==> src/core/lcdc_pkg.sv <==
/*
 * lcdc_pkg: register indices, field positions, reset values, codes and
 * division ratios of the segment LCD duty/clock controller.
 * assumes: 32-bit classic Wishbone, register index = byte address / 4.
 */
package lcdc_pkg;

    // ------------------------------------------------------------
    // register map (word indices)
    // ------------------------------------------------------------
    localparam logic [6:0] IDX_DISPLAY_CONTROL   = 7'h13;
    localparam logic [6:0] IDX_DUTY_CLOCK_SELECT = 7'h14;
    localparam logic [6:0] IDX_STATUS            = 7'h15;
    localparam logic [6:0] IDX_RAM_FIRST         = 7'h50;
    localparam logic [6:0] IDX_RAM_LAST          = 7'h6f;
    localparam int         RAM_WORDS             = 32;

    // ------------------------------------------------------------
    // field positions and reset values
    // ------------------------------------------------------------
    localparam int         CTRL_DISPLAY_BIT  = 0;
    localparam int         CTRL_POWER_BIT    = 1;
    localparam int         CTRL_LOWPOWER_BIT = 2;
    localparam int         MODE_DUTY_LSB     = 0;
    localparam int         MODE_CLKSEL_LSB   = 2;
    localparam logic [2:0] CTRL_RESET        = 3'h0;
    localparam logic [3:0] MODE_RESET        = 4'h0;

    // ------------------------------------------------------------
    // duty and clock-select codes
    // ------------------------------------------------------------
    localparam logic [1:0] DUTY_QUARTER = 2'h0;
    localparam logic [1:0] DUTY_THIRD   = 2'h1;
    localparam logic [1:0] DUTY_HALF    = 2'h2;
    localparam logic [1:0] DUTY_STATIC  = 2'h3;
    localparam logic [1:0] CLK_SUB64    = 2'h0;
    localparam logic [1:0] CLK_SYS256   = 2'h1;
    localparam logic [1:0] CLK_SYS2048  = 2'h2;
    localparam logic [1:0] CLK_TIMER    = 2'h3;

    // ------------------------------------------------------------
    // division ratios
    // ------------------------------------------------------------
    localparam logic [12:0] DIV_SUB64   = 13'h0040;
    localparam logic [12:0] DIV_SYS256  = 13'h0100;
    localparam logic [12:0] DIV_SYS2048 = 13'h0800;
    localparam logic [12:0] DIV_SUB512  = 13'h0200;
    localparam logic [12:0] DIV_SYS4096 = 13'h1000;

    typedef struct packed {
        logic lp_display;
        logic power_on;
        logic display_on;
    } lcdc_ctrl_t;

    typedef struct packed {
        logic [1:0] clk_sel;
        logic [1:0] duty;
    } lcdc_mode_t;

    // number of active commons for a duty code
    function automatic logic [2:0] lcdc_ncom(input logic [1:0] duty);
        case (duty)
            DUTY_QUARTER: lcdc_ncom = 3'h4;
            DUTY_THIRD:   lcdc_ncom = 3'h3;
            DUTY_HALF:    lcdc_ncom = 3'h2;
            default:      lcdc_ncom = 3'h1;
        endcase
    endfunction : lcdc_ncom

endpackage : lcdc_pkg

==> src/core/lcdc_prescaler.sv <==
/*
 * lcdc_prescaler: divides a source tick stream by a run-time ratio.
 * assumes: tick_in is a one-cycle pulse synchronous to mclk.
 */
`timescale 1ns/100ps
`default_nettype none
module lcdc_prescaler
    import lcdc_pkg::*;
(
    // clock and reset
    input  wire logic        mclk,
    input  wire logic        rst_n,
    // control
    input  wire logic        restart,
    input  wire logic        tick_in,
    input  wire logic [12:0] divisor,
    // output
    output var  logic        tick_out
);
    logic [12:0] count_q;

    // ------------------------------------------------------------
    // counter
    // ------------------------------------------------------------
    always_ff @(posedge mclk) begin
        if (!rst_n || restart) begin
            count_q  <= 13'h0000;
            tick_out <= 1'b0;
        end else if (tick_in) begin
            if (count_q == 13'(divisor - 13'h0001)) begin
                count_q  <= 13'h0000;
                tick_out <= 1'b1;
            end else begin
                count_q  <= 13'(count_q + 13'h0001);
                tick_out <= 1'b0;
            end
        end else begin
            tick_out <= 1'b0;
        end
    end

endmodule : lcdc_prescaler
`default_nettype wire

==> src/core/lcdc_core.sv <==
/*
 * lcdc_core: display control, duty/clock select, common scan and segment
 * drive of a segment LCD controller, with its display RAM, over Wishbone.
 * assumes: subclock and system-divider ticks are mclk-synchronous pulses;
 * low_power_mode is high in watch or subactive mode.
 */
// The register addresses and the Wishbone slave port were left to the implementer.
// What this block does
// - control register bits: 0 display/blank, 1 divider power, 2 low-power display
// - power bit low switches the dividing-resistor supply off
// - duty code 00 quarter, 01 third, 10 half, 11 static
// - clock code 01 system divider /256, 10 system divider /2048
// - clock code 00 gives subclock /64
// - clock code 11 with timer bit low gives system divider /4096
// - clock code 11 with timer bit high gives subclock /512
// - frame rate is LCD clock divided by the number of commons
// - control register is three bits, write-only, at index 0x13
// - duty/clock register is write-only at index 0x14
// - low-power mode without display bit drives pins low, power off
`timescale 1ns/100ps
`default_nettype none
module lcdc_core
    import lcdc_pkg::*;
(
    // clock and reset
    input  wire logic        mclk,
    input  wire logic        rst_n,
    // wishbone slave
    input  wire logic        wb_cyc_i,
    input  wire logic        wb_stb_i,
    input  wire logic        wb_we_i,
    input  wire logic [8:0]  wb_adr_i,
    input  wire logic [3:0]  wb_sel_i,
    input  wire logic [31:0] wb_dat_i,
    output var  logic [31:0] wb_dat_o,
    output var  logic        wb_ack_o,
    // clock sources and mode
    input  wire logic        subclk_tick,
    input  wire logic        sysdiv_tick,
    input  wire logic        timer_a_watch_select_bit,
    input  wire logic        low_power_mode,
    // panel
    output var  logic [3:0]  com_o,
    output var  logic [31:0] seg_o,
    output var  logic        divider_power_on_o
);
    lcdc_ctrl_t  ctrl_q;
    lcdc_mode_t  mode_q;
    logic [3:0]  ram_q [RAM_WORDS];
    logic [1:0]  com_idx_q;
    logic        timer_sel_q;
    logic        bus_hit;
    logic [6:0]  idx;
    logic        ctrl_wr;
    logic        mode_wr;
    logic        ram_sel;
    logic        lp_off;
    logic        src_tick;
    logic [12:0] divisor;
    logic        restart;
    logic        lcd_tick;
    logic [2:0]  ncom;

    function automatic logic [4:0] ram_slot(input logic [6:0] a);
        ram_slot = 5'(a - IDX_RAM_FIRST);
    endfunction : ram_slot

    // ------------------------------------------------------------
    // bus decode
    // ------------------------------------------------------------
    assign bus_hit = wb_cyc_i && wb_stb_i && !wb_ack_o;
    assign idx     = wb_adr_i[8:2];
    assign ctrl_wr = bus_hit && wb_we_i && wb_sel_i[0] && idx == IDX_DISPLAY_CONTROL;
    assign mode_wr = bus_hit && wb_we_i && wb_sel_i[0] && idx == IDX_DUTY_CLOCK_SELECT;
    assign ram_sel = idx >= IDX_RAM_FIRST && idx <= IDX_RAM_LAST;
    assign lp_off  = low_power_mode && !ctrl_q.lp_display;
    assign ncom    = lcdc_ncom(mode_q.duty);

    always_ff @(posedge mclk) begin
        if (!rst_n) begin
            wb_ack_o <= 1'b0;
        end else begin
            wb_ack_o <= bus_hit;
        end
    end

    // write-only registers read back as zero
    always_ff @(posedge mclk) begin
        if (!rst_n) begin
            wb_dat_o <= 32'h0000_0000;
        end else if (bus_hit && !wb_we_i) begin
            if (idx == IDX_STATUS) begin
                wb_dat_o <= {27'h000_0000, lp_off, divider_power_on_o, ctrl_q.display_on, com_idx_q};
            end else if (ram_sel) begin
                wb_dat_o <= {28'h000_0000, ram_q[ram_slot(idx)]};
            end else begin
                wb_dat_o <= 32'h0000_0000;
            end
        end
    end

    // ------------------------------------------------------------
    // registers
    // ------------------------------------------------------------
    always_ff @(posedge mclk) begin
        if (!rst_n) begin
            ctrl_q <= lcdc_ctrl_t'(CTRL_RESET);
        end else if (ctrl_wr) begin
            ctrl_q <= lcdc_ctrl_t'(wb_dat_i[CTRL_LOWPOWER_BIT:CTRL_DISPLAY_BIT]);
        end
    end

    always_ff @(posedge mclk) begin
        if (!rst_n) begin
            mode_q <= lcdc_mode_t'(MODE_RESET);
        end else if (mode_wr) begin
            mode_q <= lcdc_mode_t'(wb_dat_i[MODE_CLKSEL_LSB+1:MODE_DUTY_LSB]);
        end
    end

    // display RAM is dual ported: bus writes, scanner reads every cycle
    always_ff @(posedge mclk) begin
        if (!rst_n) begin
            for (int i = 0; i < RAM_WORDS; i++) begin
                ram_q[i] <= 4'h0;
            end
        end else if (bus_hit && wb_we_i && wb_sel_i[0] && ram_sel) begin
            ram_q[ram_slot(idx)] <= wb_dat_i[3:0];
        end
    end

    // ------------------------------------------------------------
    // LCD clock selection
    // ------------------------------------------------------------
    always_comb begin
        case (mode_q.clk_sel)
            CLK_SUB64: begin
                src_tick = subclk_tick;
                divisor  = DIV_SUB64;
            end
            CLK_SYS256: begin
                src_tick = sysdiv_tick;
                divisor  = DIV_SYS256;
            end
            CLK_SYS2048: begin
                src_tick = sysdiv_tick;
                divisor  = DIV_SYS2048;
            end
            default: begin
                src_tick = timer_sel_q ? subclk_tick : sysdiv_tick;
                divisor  = timer_sel_q ? DIV_SUB512 : DIV_SYS4096;
            end
        endcase
    end

    always_ff @(posedge mclk) begin
        if (!rst_n) begin
            timer_sel_q <= 1'b0;
        end else begin
            timer_sel_q <= timer_a_watch_select_bit;
        end
    end

    // a new ratio restarts the count so no stretched first period appears
    assign restart = mode_wr || (timer_sel_q != timer_a_watch_select_bit);

    lcdc_prescaler u_prescaler (
        .mclk     (mclk),
        .rst_n    (rst_n),
        .restart  (restart),
        .tick_in  (src_tick),
        .divisor  (divisor),
        .tick_out (lcd_tick)
    );

    // ------------------------------------------------------------
    // common scan and drive
    // ------------------------------------------------------------
    always_ff @(posedge mclk) begin
        if (!rst_n || mode_wr) begin
            com_idx_q <= 2'h0;
        end else if (lcd_tick) begin
            com_idx_q <= ({1'b0, com_idx_q} >= 3'(ncom - 3'h1)) ? 2'h0 : 2'(com_idx_q + 2'h1);
        end
    end

    always_ff @(posedge mclk) begin
        if (!rst_n) begin
            com_o <= 4'h0;
            seg_o <= 32'h0000_0000;
        end else if (lp_off) begin
            com_o <= 4'h0;
            seg_o <= 32'h0000_0000;
        end else begin
            com_o <= 4'(4'h1 << com_idx_q);
            for (int i = 0; i < RAM_WORDS; i++) begin
                seg_o[i] <= ctrl_q.display_on && ram_q[i][com_idx_q];
            end
        end
    end

    always_ff @(posedge mclk) begin
        if (!rst_n) begin
            divider_power_on_o <= 1'b0;
        end else begin
            divider_power_on_o <= ctrl_q.power_on && !lp_off;
        end
    end

    // ------------------------------------------------------------
    // checks
    // ------------------------------------------------------------
    logic [12:0] gap_q;
    logic        clean_q;

    // source ticks seen since the last LCD tick, valid only without restart
    // a source tick in the LCD tick cycle already counts toward the next period
    always_ff @(posedge mclk) begin
        if (!rst_n || restart) begin
            gap_q   <= 13'h0000;
            clean_q <= 1'b0;
        end else if (lcd_tick) begin
            gap_q   <= {12'h000, src_tick};
            clean_q <= 1'b1;
        end else if (src_tick) begin
            gap_q <= 13'(gap_q + 13'h0001);
        end
    end
endmodule : lcdc_core
`default_nettype wire

==> config.mk <==
export PLATFORM = sky130hd
export DESIGN_NAME = lcdc_core
export DESIGN_NICKNAME = d
export VERILOG_FILES = /design/src/core/lcdc_pkg.sv /design/src/core/lcdc_prescaler.sv /design/src/core/lcdc_core.sv
export SDC_FILE = /design/constraint.sdc
export NUM_CORES = 1
export LEC_CHECK = 0
export BUFFER_PORTS_ARGS = -buffer_cell sky130_fd_sc_hd__buf_2
export CORE_MARGIN = 4
export CORE_UTILIZATION = 48
export DETAILED_ROUTE_END_ITERATION = 16
export GPL_ROUTABILITY_DRIVEN = 0
export HOLD_SLACK_MARGIN = 0.1
export PLACE_DENSITY = 0.68
export REMOVE_ABC_BUFFERS = 1
export SYNTH_ARGS = -nofsm -noshare
export SYNTH_HDL_FRONTEND = slang
export SYNTH_SLANG_ARGS = --single-unit
==> constraint.sdc <==
create_clock -name mclk -period 2.26 [get_ports mclk]
set_input_delay 0.226 -clock mclk [delete_from_list [all_inputs] [get_ports mclk]]
set_output_delay 0.226 -clock mclk [all_outputs]
set_load 0.005 [all_outputs]
==> impl_results.md <==
- Outcome: completed
- Sw Pwr: 1.75 mW
- Sum Neg Setup Slack: 0 ns
- Reg power frac: 0.530
- Die W: 152 um
- Number of flops mapped to enable cells by yosys: 128
- Worst path cell trace: inv_1 > ha_1 > or2_2 > a32oi_1 > or3_1 > o31ai_2 > buf_6 > nor2_1
- Vias: 6659
- Top-count cell post-synth: and3_1
- Initial Util: 0.488
- # rows: 52
- Die ar.: 0.0230 mm2
- Cell count after synthesis: 819
- DR WL/cell: 20.5 um
- Synth cell types: 47
- Leak: 4.75 nW
- Number of remaining DRC errors: 0
- Slew @ Worst Pin: 0.803 ns
- Main synth FF type: edfxtp_1
- Pin count of the biggest net entering global routing: 41
- Area grow syn2layout: 12.1%
- Max-Cap Viols: 0
- Nets: 923
- # placed instances: 1109
- Vias in the first global route: 6488
- Area share of the largest cell type after synthesis: 0.388
- Synth cell count leaders: 162 x and3_1, 128 x edfxtp_1, 82 x nand2_1
- Critical Path Slowest Stage Cell: or3_1
- Chip Height: 152 um
- CTS max path bufs: 2
- Antenna violations before repair: 1
- CP startpoint kind: flop
- Post-CTS setup buffer count: 0
- CTS tree: built
- Via/cell ratio: 5.83
- Num CTS Buffers: 17
- Core ar.: 0.0203 mm2
- Register area share after synthesis: 0.523
- Max FO, Critical Path: 13
- RSZ-0062 raised after global routing: false
- Reg2Reg Setup Slack: 0.18 ns
- Total power: 7.42 mW
- Fin. Hold Viols: 0
- Final wirelength: 23400 um
- Number of iterations in the first detailed-routing pass: 6
- Clk pin slew, worst setup/hold paths: 0.07 ns
- Worst slew margin: 0.464
- Share of layout cells above drive strength 1: 0.245
- Hold Crit Class: in -> reg
- Tot GR Track Use: 0.210
- Worst Path Class, Setup: reg -> reg
- Hold Path Stages: 3
- Data arrival time of the worst path: 2.42 ns
- Data required, critical path: 2.59 ns
- Sw Share: 0.236
- Final setup viols: 0
- Fin cells: 1143
- Area leader, netlist: edfxtp_1
- Hold Path Sink: wb_dat_o[3]$_SDFFE_PN0P_
- Port buffer count: 63
- Async S/R FF share, synth: 0
- Fmax: 480 MHz
- Io pins: 124
- Worst path max stage delay: 0.45 ns
- Layout Skew: 0.0105 ns
- Clock network power share: 0.400
- Clock root cell: clkbuf_16
- Skew-Pair Late Insertion Delay: 0.44 ns
- Max VDD drop: 0.474 mV
- Period minus WS final: 2.08 ns
- DP HPWL: 15300 um
- Global route overflow: 0
- Synthesized flop and latch total: 195
- Pins Over Slew Limit: 0
- Internal: 5.67 mW
- Drt first-iter violations: 693
- Cells on worst reg2reg path: 8
- Comb pwr share: 0.069
- Syn. warnings: 0
- Reg2reg end: u_prescaler.count_q[8]$_SDFFE_PP0N_
- Synthesized area per cell: 12.1 um2
- Synthesized area: 0.00992 mm2
- Worst hold start: wb_adr_i[8]
- P per Cell Area: 668 mW/mm2
- CTS sink count: 195
- R2r startpoint: mode_q[3]$_SDFFE_PN0P_
- First-pass GRT wire length: 36400 um
- Largest cells by area after synthesis: edfxtp_1 39%, dfxtp_1 14%, mux4_2 11%, and3_1 10%, nand2_1 3.1%
- CP Capture Type: flop
- CTS H-tree lvls: 4
- DRT antenna net count: 0
- Final Cycle Share: 0.922
[cell families after synthesis]
kind of cell,after synthesis,synth area share
flip-flops,195,0.523
other,1,0.000378
multiplexers,94,0.171
buffers and inverters,117,0.0579
adder cells (fa/ha/maj),10,0.0126
XOR/XNOR,20,0.0177
AO/OA/AOI/OAI,32,0.0216
AND/OR/NAND/NOR,350,0.196
[registers in the layout, indices dropped and copies added (netlist names)]
register	count
com_idx_q	2
ctrl_q	3
u_prescaler.count_q	13
ram_q	128
wb_ack_o	1
mode_q	4
timer_sel_q	1
com_o	4
divider_power_on_o	1
wb_dat_o	5
u_prescaler.tick_out	1
seg_o	32
[power groups by stage]
stage,combinational [mW],clock (mW),sequential [mW]
global route,0.553,3.16,3.95
CTS,0.508,3.00,3.94
detailed placement,0.504,0,4.02
floorplan,0.268,0,3.99
global placement,0.500,0,4.01
finish,0.515,2.97,3.94
[worst max-delay path by stage]
| stage | from | to | cells past startpoint |
|---|---|---|---|
| 3_3_place_gp | wb_adr_i[3] | wb_dat_o[0]$_SDFFE_PN0P_ | 7 |
| 2_1_floorplan | com_idx_q[0]$_SDFFE_PP0P_ | com_idx_q[1]$_SDFFE_PP0P_ | 7 |
| 3_5_place_dp | mode_q[3]$_SDFFE_PN0P_ | u_prescaler.count_q[2]$_SDFFE_PP0N_ | 7 |
| 6_report | mode_q[3]$_SDFFE_PN0P_ | u_prescaler.count_q[8]$_SDFFE_PP0N_ | 8 |
| 4_1_cts | mode_q[3]$_SDFFE_PN0P_ | u_prescaler.count_q[8]$_SDFFE_PP0N_ | 7 |
| 5_1_grt | mode_q[3]$_SDFFE_PN0P_ | u_prescaler.count_q[8]$_SDFFE_PP0N_ | 8 |
[cell usage in the layout, fill, tap and decap left out, types with 12 or more instances in the layout]
cell type | synthesis | final
mux2_2 | 20 | 20
conb_1 | 1 | 27
buf_2 | 9 | 63
buf_4 | 29 | 29
and3_1 | 162 | 162
nor2_1 | 27 | 27
nor3_1 | 18 | 14
mux2i_1 | 18 | 18
dfxtp_1 | 67 | 64
edfxtp_1 | 128 | 128
xnor2_1 | 16 | 16
nand2_1 | 82 | 82
mux4_2 | 48 | 48
clkbuf_16 | 0 | 19
nor2b_1 | 12 | 12
[final cells by class]
type / instances / area, um2
Tap cell: 270 / 338
Clock buffer: 21 / 493
Antenna cell: 1 / 2.50
Multi-Input combinational cell: 533 / 4280
Sequential cell: 195 / 5190
Timing Repair Buffer: 101 / 694
Clock inverter: 11 / 80.1
Inverter: 11 / 41.3
Fill cell: 1721 / 9190
[metal layers]
metal  track usage  vias to the layer above  wire, um  share of wire
met5             0                        -         0              0
met4        0.0490                        0       328          0.014
met3        0.0413                       24      1650          0.071
met2         0.348                      251     11600           0.50
met1         0.289                     3316      9820           0.42
li1              -                     3068         -              -
[critical path, delay by kind of cell, from the launching register on]
family                   cells  cell delay, ns
AO/OA/AOI/OAI                2            0.42
adder cells (fa/ha/maj)      1            0.27
buffers and inverters        2            0.29
flip-flops                   1            0.40
AND/OR/NAND/NOR              3            0.59
[stage by stage]
step	hold WS, ns	cell area (um2)	util	worst slack, ns
2_1_floorplan	0.348	9480	-	-0.615
3_3_place_gp	0.460	10500	0.518	0.119
3_5_place_dp	0.465	10500	0.518	0.106
4_1_cts	0.131	11100	0.547	0.0709
5_1_grt	0.145	11100	0.548	0.00899
6_report	0.143	11100	0.548	0.176
[timing repair]
item,CTS,global route
gates resized for setup,0,3
hold buffers,1,0
endpoints found under the setup margin,0,13
endpoints found under the hold margin,1,0
Note: power is estimated with default switching activity, not from simulation.
